$ cat src/logic/lmfc_pkg.sv
// shared constants, types and decoders of the multiplexed lcd frame controller
package lmfc_pkg;

	// ****************************************
	// register map and field layout
	// ****************************************
	localparam logic [7:0] LMFC_CTRL_ADDR     = 8'hDC;
	localparam logic [7:0] LMFC_RAM_LAST_ADDR = 8'h3F;
	localparam logic [7:0] LMFC_CTRL_RESET    = 8'h00;
	localparam logic [7:0] LMFC_CTRL_RSVD_MSK = 8'h04;
	localparam int         LMFC_RATIO_POS     = 6;
	localparam int         LMFC_OSC_DIV_POS   = 3;
	localparam int         LMFC_BASE_RATE_POS = 0;

	// ****************************************
	// display geometry
	// ****************************************
	localparam int         LMFC_SEG_WIDE      = 48;
	localparam int         LMFC_SEG_NARROW    = 40;
	localparam int         LMFC_COM_MAX       = 16;
	localparam logic [5:0] LMFC_SKIP_LOW      = 6'h08;
	localparam logic [5:0] LMFC_FREE_FIRST    = 6'h38;

	// ****************************************
	// timing counts in mclk and 32 kHz ticks
	// ****************************************
	localparam logic [8:0] LMFC_OSC_DIV_32    = 9'h020;
	localparam logic [8:0] LMFC_OSC_DIV_64    = 9'h040;
	localparam logic [8:0] LMFC_OSC_DIV_128   = 9'h080;
	localparam logic [8:0] LMFC_OSC_DIV_256   = 9'h100;
	localparam logic [8:0] LMFC_BASE_DIV_128  = 9'h100;
	localparam logic [8:0] LMFC_BASE_DIV_170  = 9'h0C0;
	localparam logic [8:0] LMFC_BASE_DIV_256  = 9'h080;
	localparam logic [8:0] LMFC_BASE_DIV_512  = 9'h040;
	localparam int         LMFC_SLOTS_PER_BASE = 8;

	// ratio code is {sixteen select, eleven select}
	typedef enum logic [1:0] {
		LMFC_MUX8   = 2'b00,
		LMFC_RATIO_SEL_ELEVEN  = 2'b01,
		LMFC_RATIO_SEL_SIXTEEN  = 2'b10,
		LMFC_MUXRSV = 2'b11
	} lmfc_mux_t;

	typedef struct packed {
		logic [1:0] ratio;
		logic [2:0] osc_div;
		logic       rsvd;
		logic [1:0] base_rate;
	} lmfc_ctrl_t;

	typedef struct packed {
		logic       wr;
		logic       rd;
		logic       page;
		logic [7:0] addr;
		logic [7:0] wdata;
	} lmfc_cpu_req_t;

	// main clock divider for the 32 kHz reference, zero when stopped
	function automatic logic [8:0] lmfc_osc_div(input logic [2:0] code);
		unique case (code)
			3'b011:  return LMFC_OSC_DIV_32;
			3'b100:  return LMFC_OSC_DIV_64;
			3'b101:  return LMFC_OSC_DIV_128;
			3'b110:  return LMFC_OSC_DIV_256;
			default: return 9'h000;
		endcase
	endfunction

	// 32 kHz ticks per common slot: base divider spread over eight slots
	function automatic logic [5:0] lmfc_slot_len(input logic [1:0] code);
		logic [8:0] div;
		unique case (code)
			2'b01:   div = LMFC_BASE_DIV_128;
			2'b10:   div = LMFC_BASE_DIV_170;
			2'b00:   div = LMFC_BASE_DIV_256;
			default: div = LMFC_BASE_DIV_512;
		endcase
		return div[8:3];
	endfunction

	function automatic logic [4:0] lmfc_common_count(input logic [1:0] ratio);
		unique case (ratio)
			LMFC_MUX8:  return 5'h08;
			LMFC_RATIO_SEL_ELEVEN: return 5'h0B;
			LMFC_RATIO_SEL_SIXTEEN: return 5'h10;
			default:    return 5'h00;
		endcase
	endfunction

endpackage

$ cat src/logic/lmfc_frame_ctrl.sv
// multiplexed lcd frame controller: mode register, scan sequencer, line drive
`timescale 1ns/1ps
// Notes on behaviour
// - ratio bits pick 1/8, 1/11 or 1/16 commons; both set is reserved
// - base frame rate is the 32 kHz clock divided by a selectable ratio
// - base codes 01,10,00,11 give 128, 170, 256, 512 Hz
// - frame rate equals base at 1/8, lower at 1/11, half at 1/16
// - mode register at DCh: ratio 7-6, divider 5-3, reserved 2, base 1-0
// - in 1/8 and 1/11 the two middle bias levels are merged
// - matrix is 48 by 8, or 40 by 11 or 16
// - display memory sits at 00h to 3Fh in two 64-byte pages
// - address picks column; page 1 bits feed commons 1-8, page 2 commons 9-16
// - a set bit turns its dot on, a clear bit turns it off
// - 1/8 mode fetches page 1 only
// - 1/16 mode fetches both pages but skips addresses 00 to 07
// - 1/11 mode also leaves page 2 bits 3 to 7 unused
// - addresses 38h to 3Fh are never displayed
// - reset clears the mode register, display off, memory untouched
// - stop mode grounds every segment and common line
// - divider codes 000 off, 011 /32, 100 /64, 101 /128, 110 /256
// - oscillator failure grounds every segment and common line
module lmfc_frame_ctrl
	import lmfc_pkg::*;
(
	input  wire logic                    mclk,
	input  wire logic                    rst_n,
	input  wire lmfc_pkg::lmfc_cpu_req_t cpu_req,
	output logic [7:0]                   cpu_rdata,
	input  wire logic                    stop_mode,
	input  wire logic                    osc_fail_async,
	output logic [47:0]                  seg_lines,
	output logic [15:0]                  common_plate_lines,
	output logic                         lines_driven,
	output logic                         bias_merge
);
	typedef enum logic [1:0] {
		LMFC_ST_IDLE  = 2'b00,
		LMFC_ST_FETCH = 2'b01,
		LMFC_ST_LATCH = 2'b10
	} lmfc_state_t;

	// ****************************************
	// reset release and pin synchroniser
	// ****************************************
	logic rst_meta_ff;
	logic rst_sync_n;
	logic fail_meta_ff;
	logic fail_sync_ff;

	always_ff @(posedge mclk or negedge rst_n)
	begin
		if (!rst_n)
		begin
			rst_meta_ff <= 1'b0;
			rst_sync_n  <= 1'b0;
		end
		else
		begin
			rst_meta_ff <= 1'b1;
			rst_sync_n  <= rst_meta_ff;
		end
	end

	// failure flag comes from the clock supervisor, outside this domain
	always_ff @(posedge mclk or negedge rst_sync_n)
	begin
		if (!rst_sync_n)
		begin
			fail_meta_ff <= 1'b0;
			fail_sync_ff <= 1'b0;
		end
		else
		begin
			fail_meta_ff <= osc_fail_async;
			fail_sync_ff <= fail_meta_ff;
		end
	end

	// ****************************************
	// mode register and cpu port
	// ****************************************
	lmfc_ctrl_t ctrl_ff;
	lmfc_ctrl_t nxt_ctrl;
	logic       rd_ctrl_ff;
	logic       nxt_rd_ctrl;
	logic [7:0] ctrl_rd_ff;
	logic [7:0] nxt_ctrl_rd;
	logic       ram_sel;
	logic       ctrl_sel;
	logic [7:0] ram_cpu_rdata;

	// register write strips the reserved bit so it always reads zero
	always_comb
	begin
		ram_sel     = cpu_req.addr <= LMFC_RAM_LAST_ADDR;
		ctrl_sel    = cpu_req.addr == LMFC_CTRL_ADDR;
		nxt_ctrl    = ctrl_ff;
		if (cpu_req.wr && ctrl_sel)
			nxt_ctrl = lmfc_ctrl_t'(cpu_req.wdata & ~LMFC_CTRL_RSVD_MSK);
		nxt_rd_ctrl = cpu_req.rd ? !ram_sel : rd_ctrl_ff;
		nxt_ctrl_rd = !cpu_req.rd ? ctrl_rd_ff : ctrl_sel ? ctrl_ff : 8'h00;
	end

	always_ff @(posedge mclk or negedge rst_sync_n)
	begin
		if (!rst_sync_n)
		begin
			ctrl_ff    <= lmfc_ctrl_t'(LMFC_CTRL_RESET);
			rd_ctrl_ff <= 1'b0;
			ctrl_rd_ff <= 8'h00;
		end
		else
		begin
			ctrl_ff    <= nxt_ctrl;
			rd_ctrl_ff <= nxt_rd_ctrl;
			ctrl_rd_ff <= nxt_ctrl_rd;
		end
	end

	// read data one cycle after the request; unmapped addresses read zero
	assign cpu_rdata = rd_ctrl_ff ? ctrl_rd_ff : ram_cpu_rdata;

	// ****************************************
	// enable and rate chain
	// ****************************************
	logic       active;
	logic       slot_tick;
	logic [4:0] ncom;
	logic       wide;

	// reserved ratio or a stopped divider leaves the panel grounded
	always_comb
	begin
		ncom   = lmfc_common_count(ctrl_ff.ratio);
		wide   = ctrl_ff.ratio == LMFC_MUX8;
		active = (ncom != 5'h00) && (lmfc_osc_div(ctrl_ff.osc_div) != 9'h000)
			&& !stop_mode && !fail_sync_ff;
	end

	lmfc_rate_gen u_rate (
		.mclk       (mclk),
		.rst_sync_n (rst_sync_n),
		.run        (active),
		.osc_code   (ctrl_ff.osc_div),
		.base_code  (ctrl_ff.base_rate),
		.slot_tick  (slot_tick)
	);

	// ****************************************
	// scan sequencer
	// ****************************************
	lmfc_state_t state_ff;
	lmfc_state_t nxt_state;
	logic [3:0]  com_ff;
	logic [3:0]  nxt_com;
	logic [5:0]  col_ff;
	logic [5:0]  nxt_col;
	logic        pend_ff;
	logic        nxt_pend;
	logic [5:0]  pend_col_ff;
	logic [47:0] shadow_ff;
	logic [47:0] nxt_shadow;
	logic [47:0] seg_ff;
	logic [47:0] nxt_seg;
	logic [15:0] cpl_ff;
	logic [15:0] nxt_cpl;
	logic        drv_ff;
	logic        nxt_drv;
	logic        merge_ff;
	logic        nxt_merge;
	logic [6:0]  scan_addr;
	logic [7:0]  scan_rdata;

	// column maps to a byte; narrow modes start past the eight free bytes
	always_comb
	begin
		scan_addr = {com_ff[3], wide ? col_ff : col_ff + LMFC_SKIP_LOW};
	end

	// one byte per mclk, so a slot's 48 columns load long before it ends
	always_comb
	begin
		nxt_state  = state_ff;
		nxt_com    = com_ff;
		nxt_col    = col_ff;
		nxt_pend   = 1'b0;
		nxt_shadow = shadow_ff;
		nxt_seg    = seg_ff;
		nxt_cpl    = cpl_ff;
		nxt_drv    = drv_ff;
		nxt_merge  = active && (ctrl_ff.ratio != LMFC_RATIO_SEL_SIXTEEN);
		if (pend_ff)
			nxt_shadow[pend_col_ff] = scan_rdata[com_ff[2:0]]
				&& (wide || pend_col_ff < 6'(LMFC_SEG_NARROW));
		if (!active)
		begin
			nxt_state = LMFC_ST_IDLE;
			nxt_com   = 4'h0;
			nxt_seg   = '0;
			nxt_cpl   = '0;
			nxt_drv   = 1'b0;
		end
		else if (cpu_req.wr && ctrl_sel)
		begin
			// a new mode restarts at common 1 so no stale common outlives it
			nxt_state = LMFC_ST_IDLE;
			nxt_com   = 4'h0;
		end
		else
		begin
			unique case (state_ff)
				LMFC_ST_IDLE:
				begin
					nxt_col = 6'h00;
					if (slot_tick)
						nxt_state = LMFC_ST_FETCH;
				end
				LMFC_ST_FETCH:
				begin
					nxt_pend = 1'b1;
					nxt_col  = col_ff + 6'h01;
					if (col_ff == 6'(LMFC_SEG_WIDE - 1))
						nxt_state = LMFC_ST_LATCH;
				end
				LMFC_ST_LATCH:
				begin
					// commons step in order and wrap after the last enabled one
					nxt_seg   = nxt_shadow;
					nxt_cpl   = 16'h0001 << com_ff;
					nxt_drv   = 1'b1;
					nxt_com   = ({1'b0, com_ff} >= ncom - 5'h01) ? 4'h0 : com_ff + 4'h1;
					nxt_state = LMFC_ST_IDLE;
				end
				default:
					nxt_state = LMFC_ST_IDLE;
			endcase
		end
	end

	always_ff @(posedge mclk or negedge rst_sync_n)
	begin
		if (!rst_sync_n)
		begin
			state_ff    <= LMFC_ST_IDLE;
			com_ff      <= 4'h0;
			col_ff      <= 6'h00;
			pend_ff     <= 1'b0;
			pend_col_ff <= 6'h00;
			shadow_ff   <= '0;
			seg_ff      <= '0;
			cpl_ff      <= '0;
			drv_ff      <= 1'b0;
			merge_ff    <= 1'b0;
		end
		else
		begin
			state_ff    <= nxt_state;
			com_ff      <= nxt_com;
			col_ff      <= nxt_col;
			pend_ff     <= nxt_pend;
			pend_col_ff <= col_ff;
			shadow_ff   <= nxt_shadow;
			seg_ff      <= nxt_seg;
			cpl_ff      <= nxt_cpl;
			drv_ff      <= nxt_drv;
			merge_ff    <= nxt_merge;
		end
	end

	lmfc_disp_ram #(
		.ADDR_W (7)
	) u_ram (
		.mclk       (mclk),
		.rst_sync_n (rst_sync_n),
		.cpu_we     (cpu_req.wr && ram_sel),
		.cpu_addr   ({cpu_req.page, cpu_req.addr[5:0]}),
		.cpu_wdata  (cpu_req.wdata),
		.cpu_rdata  (ram_cpu_rdata),
		.scan_addr  (scan_addr),
		.scan_rdata (scan_rdata)
	);

	assign seg_lines          = seg_ff;
	assign common_plate_lines = cpl_ff;
	assign lines_driven       = drv_ff;
	assign bias_merge         = merge_ff;
endmodule

$ cat src/logic/lmfc_rate_gen.sv
// divider chain: main clock to 32 kHz reference to common slot enable
`timescale 1ns/1ps
module lmfc_rate_gen
	import lmfc_pkg::*;
(
	input  wire logic       mclk,
	input  wire logic       rst_sync_n,
	input  wire logic       run,
	input  wire logic [2:0] osc_code,
	input  wire logic [1:0] base_code,
	output logic            slot_tick
);
	logic [8:0] osc_cnt_ff;
	logic [8:0] nxt_osc_cnt;
	logic [5:0] slot_cnt_ff;
	logic [5:0] nxt_slot_cnt;
	logic       tick_ref;
	logic [8:0] osc_div;
	logic [5:0] slot_len;

	// ****************************************
	// counters
	// ****************************************
	// both counters restart from zero whenever the controller is off
	always_comb
	begin
		osc_div      = lmfc_osc_div(osc_code);
		slot_len     = lmfc_slot_len(base_code);
		tick_ref     = run && (osc_cnt_ff >= osc_div - 9'h001);
		slot_tick    = tick_ref && (slot_cnt_ff >= slot_len - 6'h01);
		nxt_osc_cnt  = (!run || tick_ref) ? 9'h000 : osc_cnt_ff + 9'h001;
		nxt_slot_cnt = slot_cnt_ff;
		if (!run || slot_tick)
			nxt_slot_cnt = 6'h00;
		else if (tick_ref)
			nxt_slot_cnt = slot_cnt_ff + 6'h01;
	end

	always_ff @(posedge mclk or negedge rst_sync_n)
	begin
		if (!rst_sync_n)
		begin
			osc_cnt_ff  <= 9'h000;
			slot_cnt_ff <= 6'h00;
		end
		else
		begin
			osc_cnt_ff  <= nxt_osc_cnt;
			slot_cnt_ff <= nxt_slot_cnt;
		end
	end
endmodule

$ cat src/logic/lmfc_disp_ram.sv
// two-page display memory with a cpu port and a scan read port
`timescale 1ns/1ps
module lmfc_disp_ram #(
	parameter int ADDR_W = 7
) (
	input  wire logic              mclk,
	input  wire logic              rst_sync_n,
	input  wire logic              cpu_we,
	input  wire logic [ADDR_W-1:0] cpu_addr,
	input  wire logic [7:0]        cpu_wdata,
	output logic      [7:0]        cpu_rdata,
	input  wire logic [ADDR_W-1:0] scan_addr,
	output logic      [7:0]        scan_rdata
);
	// elaboration check: the page select is the top address bit
	if (ADDR_W != 7)
		$error("display memory needs exactly two pages of 64 bytes");

	logic [7:0] mem [0:(1<<ADDR_W)-1];

	// contents are deliberately left uninitialised by reset
	always_ff @(posedge mclk)
	begin
		if (cpu_we)
			mem[cpu_addr] <= cpu_wdata;
	end

	// registered reads; the cpu and scan ports never disturb each other
	always_ff @(posedge mclk or negedge rst_sync_n)
	begin
		if (!rst_sync_n)
		begin
			cpu_rdata  <= 8'h00;
			scan_rdata <= 8'h00;
		end
		else
		begin
			cpu_rdata  <= mem[cpu_addr];
			scan_rdata <= mem[scan_addr];
		end
	end
endmodule

$ cat config.mk
export PLATFORM = sky130hd
export DESIGN_NAME = lmfc_frame_ctrl
export DESIGN_NICKNAME = d
export VERILOG_FILES = /design/src/logic/lmfc_pkg.sv /design/src/logic/lmfc_frame_ctrl.sv /design/src/logic/lmfc_rate_gen.sv /design/src/logic/lmfc_disp_ram.sv
export SDC_FILE = /design/constraint.sdc
export NUM_CORES = 2
export LEC_CHECK = 0
export BUFFER_PORTS_ARGS = -buffer_cell sky130_fd_sc_hd__clkbuf_2
export CORE_ASPECT_RATIO = 1.2
export CORE_MARGIN = 2
export CORE_UTILIZATION = 35
export CTS_BUF_LIST = sky130_fd_sc_hd__clkbuf_2
export CTS_CLUSTER_SIZE = 24
export DETAILED_ROUTE_END_ITERATION = 12
export HOLD_SLACK_MARGIN = 0.12
export PLACE_DENSITY = 0.53
export SLEW_MARGIN = 20
export SYNTH_ARGS = -nofsm -noshare
export SYNTH_HDL_FRONTEND = slang
export SYNTH_SLANG_ARGS = --single-unit
$ cat constraint.sdc
create_clock -name mclk -period 11.33 [get_ports mclk]
set_clock_uncertainty 0.15 [all_clocks]
set_input_delay 0.5665 -clock mclk [delete_from_list [all_inputs] [get_ports mclk]]
set_output_delay 0.5665 -clock mclk [all_outputs]
set_load 0.02 [all_outputs]
-- Yosys cells after proc, flatten, opt, wreduce, memory -nomap -nowiden
Memories as Yosys holds them, arrays and structs flattened. A register that Yosys moved wholly into a read port is not among the register bits.
Index checks and enable logic that the tools add are counted.
- $add $sub $neg: 8
- order comparisons: 8
- equality and inequality tests: 18
- shifts and indexed selects: 1
- multiplexer cells: 39
- bitwise logic cells: 1
- reduce and logical (&&, ||, !) cells: 29
- operator list (operator ; count):
    48-bit two-way mux ; 4
    48-bit bitwise mux ; 1
    16-bit two-way mux ; 3
    9-bit case mux with 4 select lines ; 1
    9-bit case mux with 3 select lines ; 1
    6-bit two-way mux ; 3
    4-bit two-way mux ; 4
    8-bit two-way mux ; 2
    1-bit by 4-bit << shifter with 16-bit output, first input constant ; 1
    5-bit case mux with 3 select lines ; 1
    6-bit by 1-bit adder with 6-bit output, second input constant ; 2
    6-bit case mux with 2 select lines ; 1
    1-bit logical AND ; 10
    1-bit two-way mux ; 10
    9-bit by 1-bit adder with 9-bit output, second input constant ; 1
    3-bit equality test, second input constant ; 3
    9-bit >= comparator ; 1
    9-bit two-way mux ; 1
    9-bit nonzero test ; 1
    9-bit by 1-bit subtractor with 9-bit output, second input constant ; 1
    8-bit equality test, second input constant ; 1
    8-bit by 6-bit <= comparator with 1-bit output, second input constant ; 1
    2-bit two-way mux ; 4
    4-bit != test, second input constant ; 2
    28 further kinds ; 44
- bits in registers: 168
- bits in writable memories: 1024
- bits of input ports: 23
- output and inout port bits: 74
- word-level logic and storage cells: 126
- memories: 1
- memories (memory ; depth ; bits a word ; read ports ; clocked after memory_dff ; write ports ; RTL line ; source):
    u_ram.mem ; 128 ; 8 ; 2 ; 2 ; 1 ; lmfc_disp_ram.sv:19 ; logic [7:0] mem [0:(1<<ADDR_W)-1];

-- Longest topological paths before layout
- depth after elaboration: 12
- depth in mapped cells: 14
- depth with buffers taken out: 13

-- Cells and area by module
A second synthesis with hierarchy kept.
- cells, all modules: 3251
- area total of the unflattened synthesis: 55578.3 um^2
- by module, submodules not included (module ; times used ; cells each ; area an instance (um^2) ; sequential area each (um^2)):
    lmfc_disp_ram ; 1 ; 2608 ; 48298.8 ; 31149.9
    lmfc_frame_ctrl ; 1 ; 544 ; 6331.1 ; 3803.6
    lmfc_rate_gen ; 1 ; 99 ; 948.4 ; 375.4

-- Least setup slack after synthesis
Ideal clock, no wire load.
- path kind: input -> register
- from: in cpu_req[9] (netlist name)
- to: mem u_ram.mem[74][0] (enable)
- library setup time: 370 ps
- arrival: 2584 ps
- required time: 10810 ps
- path slack: 8226 ps
- stages: 10
- path buffers: 8
- cell sequence: buf_6 -> buf_4 -> buf_6 -> buf_4 -> buf_4 -> buf_2 -> buf_2 -> nand3_1 -> clkbuf_1 -> nor2_1
- word-level cells in the longest chain between the ends: 4
- RTL lines (item ; RTL line ; source):
    start, declared ; lmfc_frame_ctrl.sv:27 ; input wire lmfc_pkg::lmfc_cpu_req_t cpu_req,
    8-bit by 6-bit <= comparator with 1-bit output ; lmfc_frame_ctrl.sv:95 ; ram_sel = cpu_req.addr <= LMFC_RAM_LAST_ADDR;
    1-bit logical AND ; lmfc_frame_ctrl.sv:275 ; .cpu_we (cpu_req.wr && ram_sel),
    1-bit two-way mux ; lmfc_disp_ram.sv:24 ; if (cpu_we)
    1-bit two-way mux (implied by the code) ; lmfc_disp_ram.sv:25 ; mem[cpu_addr] <= cpu_wdata;
    end, declared ; lmfc_disp_ram.sv:19 ;
Several ways; a longest one is shown, not always the timed one.

-- Worst setup path after layout
- from: in cpu_req[8] (netlist name)
- to: mem u_ram.mem[73][5] (enable)
The elaborated chain is that of the path after synthesis.

==> metrics.yaml <==
synthesis:
  synth_area_mm2: 0.05539
  synth_top_area_share: 0.5552
  synthesis.nets: 3335
  ys_seq_area_frac: 0.6378
  yosysTopAreaCell: "edfxtp_1"
  yosys_register_bits: 1207
  avgSynthCellArea_um2: 16.84
  async_flop_share: 0.1516
  synthFlopType: "edfxtp_1"
  synth_area_leaders: "edfxtp_1 56%, mux4_2 16%, dfrtp_1 8.3%, mux2i_1 3.1%, mux2_2 2.2%"
  synth_cell_types: 75
  syn_inst: 3290
  ys_warn_count: 0
  synth-edff-count: 1024
timing:
  tightest_slew_ns: 1.250
  tns_ns: 0
  max_freq_ghz: 0.2117
  setup_viol: 0
  slew_viol_final: 0
  hold_violations: 0
  rsz0062_at_grt: "false"
  fin_crit_sh: 0.4169
  period_needed_ns: 4.724
  slew_headroom: 0.1647
  fin_ws_ns: 6.606
setup_path:
  rr_startpoint: "col_ff[0]$_DFFE_PN0P_"
  cp_cell_sequence: "dlygate4sd3_1 -> buf_8 -> buf_4 -> nand2b_1 -> nor2_1 -> nand2_2 -> nor2_1"
  slowest_stage: "nor2_1"
  cp_common_cell: "nor2_1"
  r2r_cells: 6
  path_class: "in -> reg"
  regToRegSetupSlack_ns: 6.84
  cp-end-kind: "flop"
  cp.required_ns: 12.50
  critPathBufInv: 3
  crit_start: "cpu_req[8]"
  crit_family: "simple AND/OR/NAND/NOR gates"
  cp.arrival_ns: 5.89
  start_kind: "primary input"
  max_stage_delay_ns: 1.21
  r2r_end: "u_ram.scan_rdata[1]$_DFF_PN0_"
  worstPathMaxFanout: 41
  endpoint: "u_ram.mem[73][5]$_DFFE_PP_"
  cp_num_cells: 7
worst_hold_path:
  hp-class: "reg -> reg"
finish:
  syn_to_final_growth_pct: 11.07
  final_nets: 3640
  layout-drive-gt1-share: 0.3098
  multi_input_area_mm2: 0.01884
  final_cell_mix: "1,024 x edfxtp_1, 524 x clkbuf_2, 393 x mux4_2, 239 x nor2_1, 179 x dfrtp_1"
  nFillCells: 14742
  regArea_mm2: 0.03534
  mostFrequentLayoutCell: "edfxtp_1"
drt:
  num_vias: 36499
  drt_iter0_drc: 4902
  wl_per_cell_um: 34.76
  routed_wl_um: 205300
  via_per_inst: 6.179
  drc: 0
  first_pass_iters: 7
  ant_nets: 0
placement:
  place_hpwl_um: 129700
  numPortBuffers: 96
  dp_slack_ns: 5.828
  place_congestion: 1.026
clocking:
  cts_tree: "done"
  cts.repair.resized: 0
  clk_latency_ns: 1.72
  ctsHtreeMaxLevel: 5
  root_buffer: "clkbuf_2"
  clockBufferDepth: 4
  cts_inserted_buffers: 314
  hold_buffers: 75
  cts_sinks: 1207
  clkTransAtPathRegs_ns: 0.10
  post_cts_buffers: 0
global_route:
  grt_max_degree: 125
  grt_pass1_vias: 36825
  grt_usage: 0.2517
  grt_pass1_wl_um: 287600
  overflow: 0
  antenna_found_initial: 6
die:
  die_x_um: 367.2
  die_y_um: 439.8
  row_count: 159
  die_area_mm2: 0.1615
  coreArea_mm2: 0.1568
  initial_core_util: 0.3533
  num_io_pins: 97
pwr:
  ir_drop_uv: 89.94
  power_uw: 8429
  leakage_uw: 0.02067
  power.density_mw_per_mm2: 137.0
run:
  cap_violations: 0
outcome:
  status: "complete, no violations"
-- synthesized netlist by cell type (14+ instances only) --
library cell	number
edfxtp_1	1024
mux4_2	393
nor2_1	242
dfrtp_1	183
mux2i_1	171
clkbuf_1	130
nand2_1	129
o22ai_1	115
a221oi_1	106
mux2_2	106
a22o_1	79
o21ai_0	73
buf_2	66
a21oi_1	53
a22oi_1	45
nand3_1	29
buf_4	27
ha_1	22
nor3_1	21
inv_1	19
a221o_1	18
buf_1	17
nor2b_1	16
o221ai_1	15
nand2b_1	14
nor4_1	14
-- layout make-up --
| class | count | area share |
|---|---|---|
| flip-flops and latches | 1207 | 0.5745 |
| multi-input cells | 1809 | 0.3062 |
| well taps | 2093 | 0.04257 |
| clock buffers | 439 | 0.03571 |
| repair buffers | 242 | 0.03189 |
| clock inverters | 94 | 0.007830 |
| inverters | 21 | 0.001281 |
| diodes | 2 | 0.00008135 |
-- flip-flops by register name, indices dropped and copies added, names as in the netlist, 2 cells and up --
signal and count:
u_ram.mem 1024, seg_lines 48, shadow_ff 48, common_plate_lines 16, u_rate.osc_cnt_ff 9, u_ram.cpu_rdata 8
u_ram.scan_rdata 8, ctrl_ff 7, ctrl_rd_ff 7, col_ff 6, pend_col_ff 6, u_rate.slot_cnt_ff 6
com_ff 4, state_ff 2
-- cell families (layout without fill, tap and decap cells) --
group | Yosys count | in the layout | synth area share
AO/OA/AOI/OAI | 583 | 583 | 0.07710
AND/OR/NAND/NOR | 519 | 519 | 0.04163
other | 1 | 3 | 0.00006770
adder cells (fa/ha/maj) | 22 | 22 | 0.004970
XOR/XNOR | 12 | 12 | 0.001897
multiplexers | 672 | 672 | 0.2127
flip-flops | 1207 | 1207 | 0.6378
buffers and inverters | 274 | 796 | 0.02385
-- report_power, final --
part	internal, µW	total (µW)	switching [µW]
clock	1130	2980	1850
combinational	175	597	422
sequential	4830	4850	22.1
total	6130	8430	2300
-- worst register-to-register path, cell delays in order, from the launching register on --
cell and delay [ns]:
dfrtp_4 0.81, buf_4 0.66, buf_4 0.89, mux4_2 0.70, mux4_2 0.56, o22ai_1 0.54, nor4_1 0.12
-- worst min-delay path by stage --
stage,endpoint,slack (ns),cells after the start,from
5_1_grt,rst_sync_n$_DFF_PN0_,0.24,0,rst_meta_ff$_DFF_PN0_
6_report,rst_sync_n$_DFF_PN0_,0.21,0,rst_meta_ff$_DFF_PN0_
2_1_floorplan,rst_meta_ff$_DFF_PN0_,0.12,0,rst_n
3_3_place_gp,rst_sync_n$_DFF_PN0_,0.19,0,rst_meta_ff$_DFF_PN0_
4_1_cts,u_ram.cpu_rdata[3]$_DFF_PN0_,0.16,6,cpu_req[10]
3_5_place_dp,rst_sync_n$_DFF_PN0_,0.20,0,rst_meta_ff$_DFF_PN0_
-- per-stage QoR --
stage | instances | hold WS, ns | utilization | cell area, µm²
finish | 5907 | 0.2149 | 0.3925 | 61520
CTS | 5905 | 0.1587 | 0.3924 | 61520
floorplan | 3290 | 0.1209 | - | 55390
detailed placement | 5297 | 0.1958 | 0.3699 | 57990
global placement | 5297 | 0.1914 | 0.3699 | 57990
global route | 5906 | 0.2360 | 0.3924 | 61520
-- metal layers --
metal  vias up  wire length [µm]  track usage
met3       601             19560      0.06143
li1      14428                 -            -
met5         -                41            0
met1     18944             76440       0.3114
met4         6             14540       0.1630
met2      2520             94720       0.3955
(Power assumes the default switching activity.)
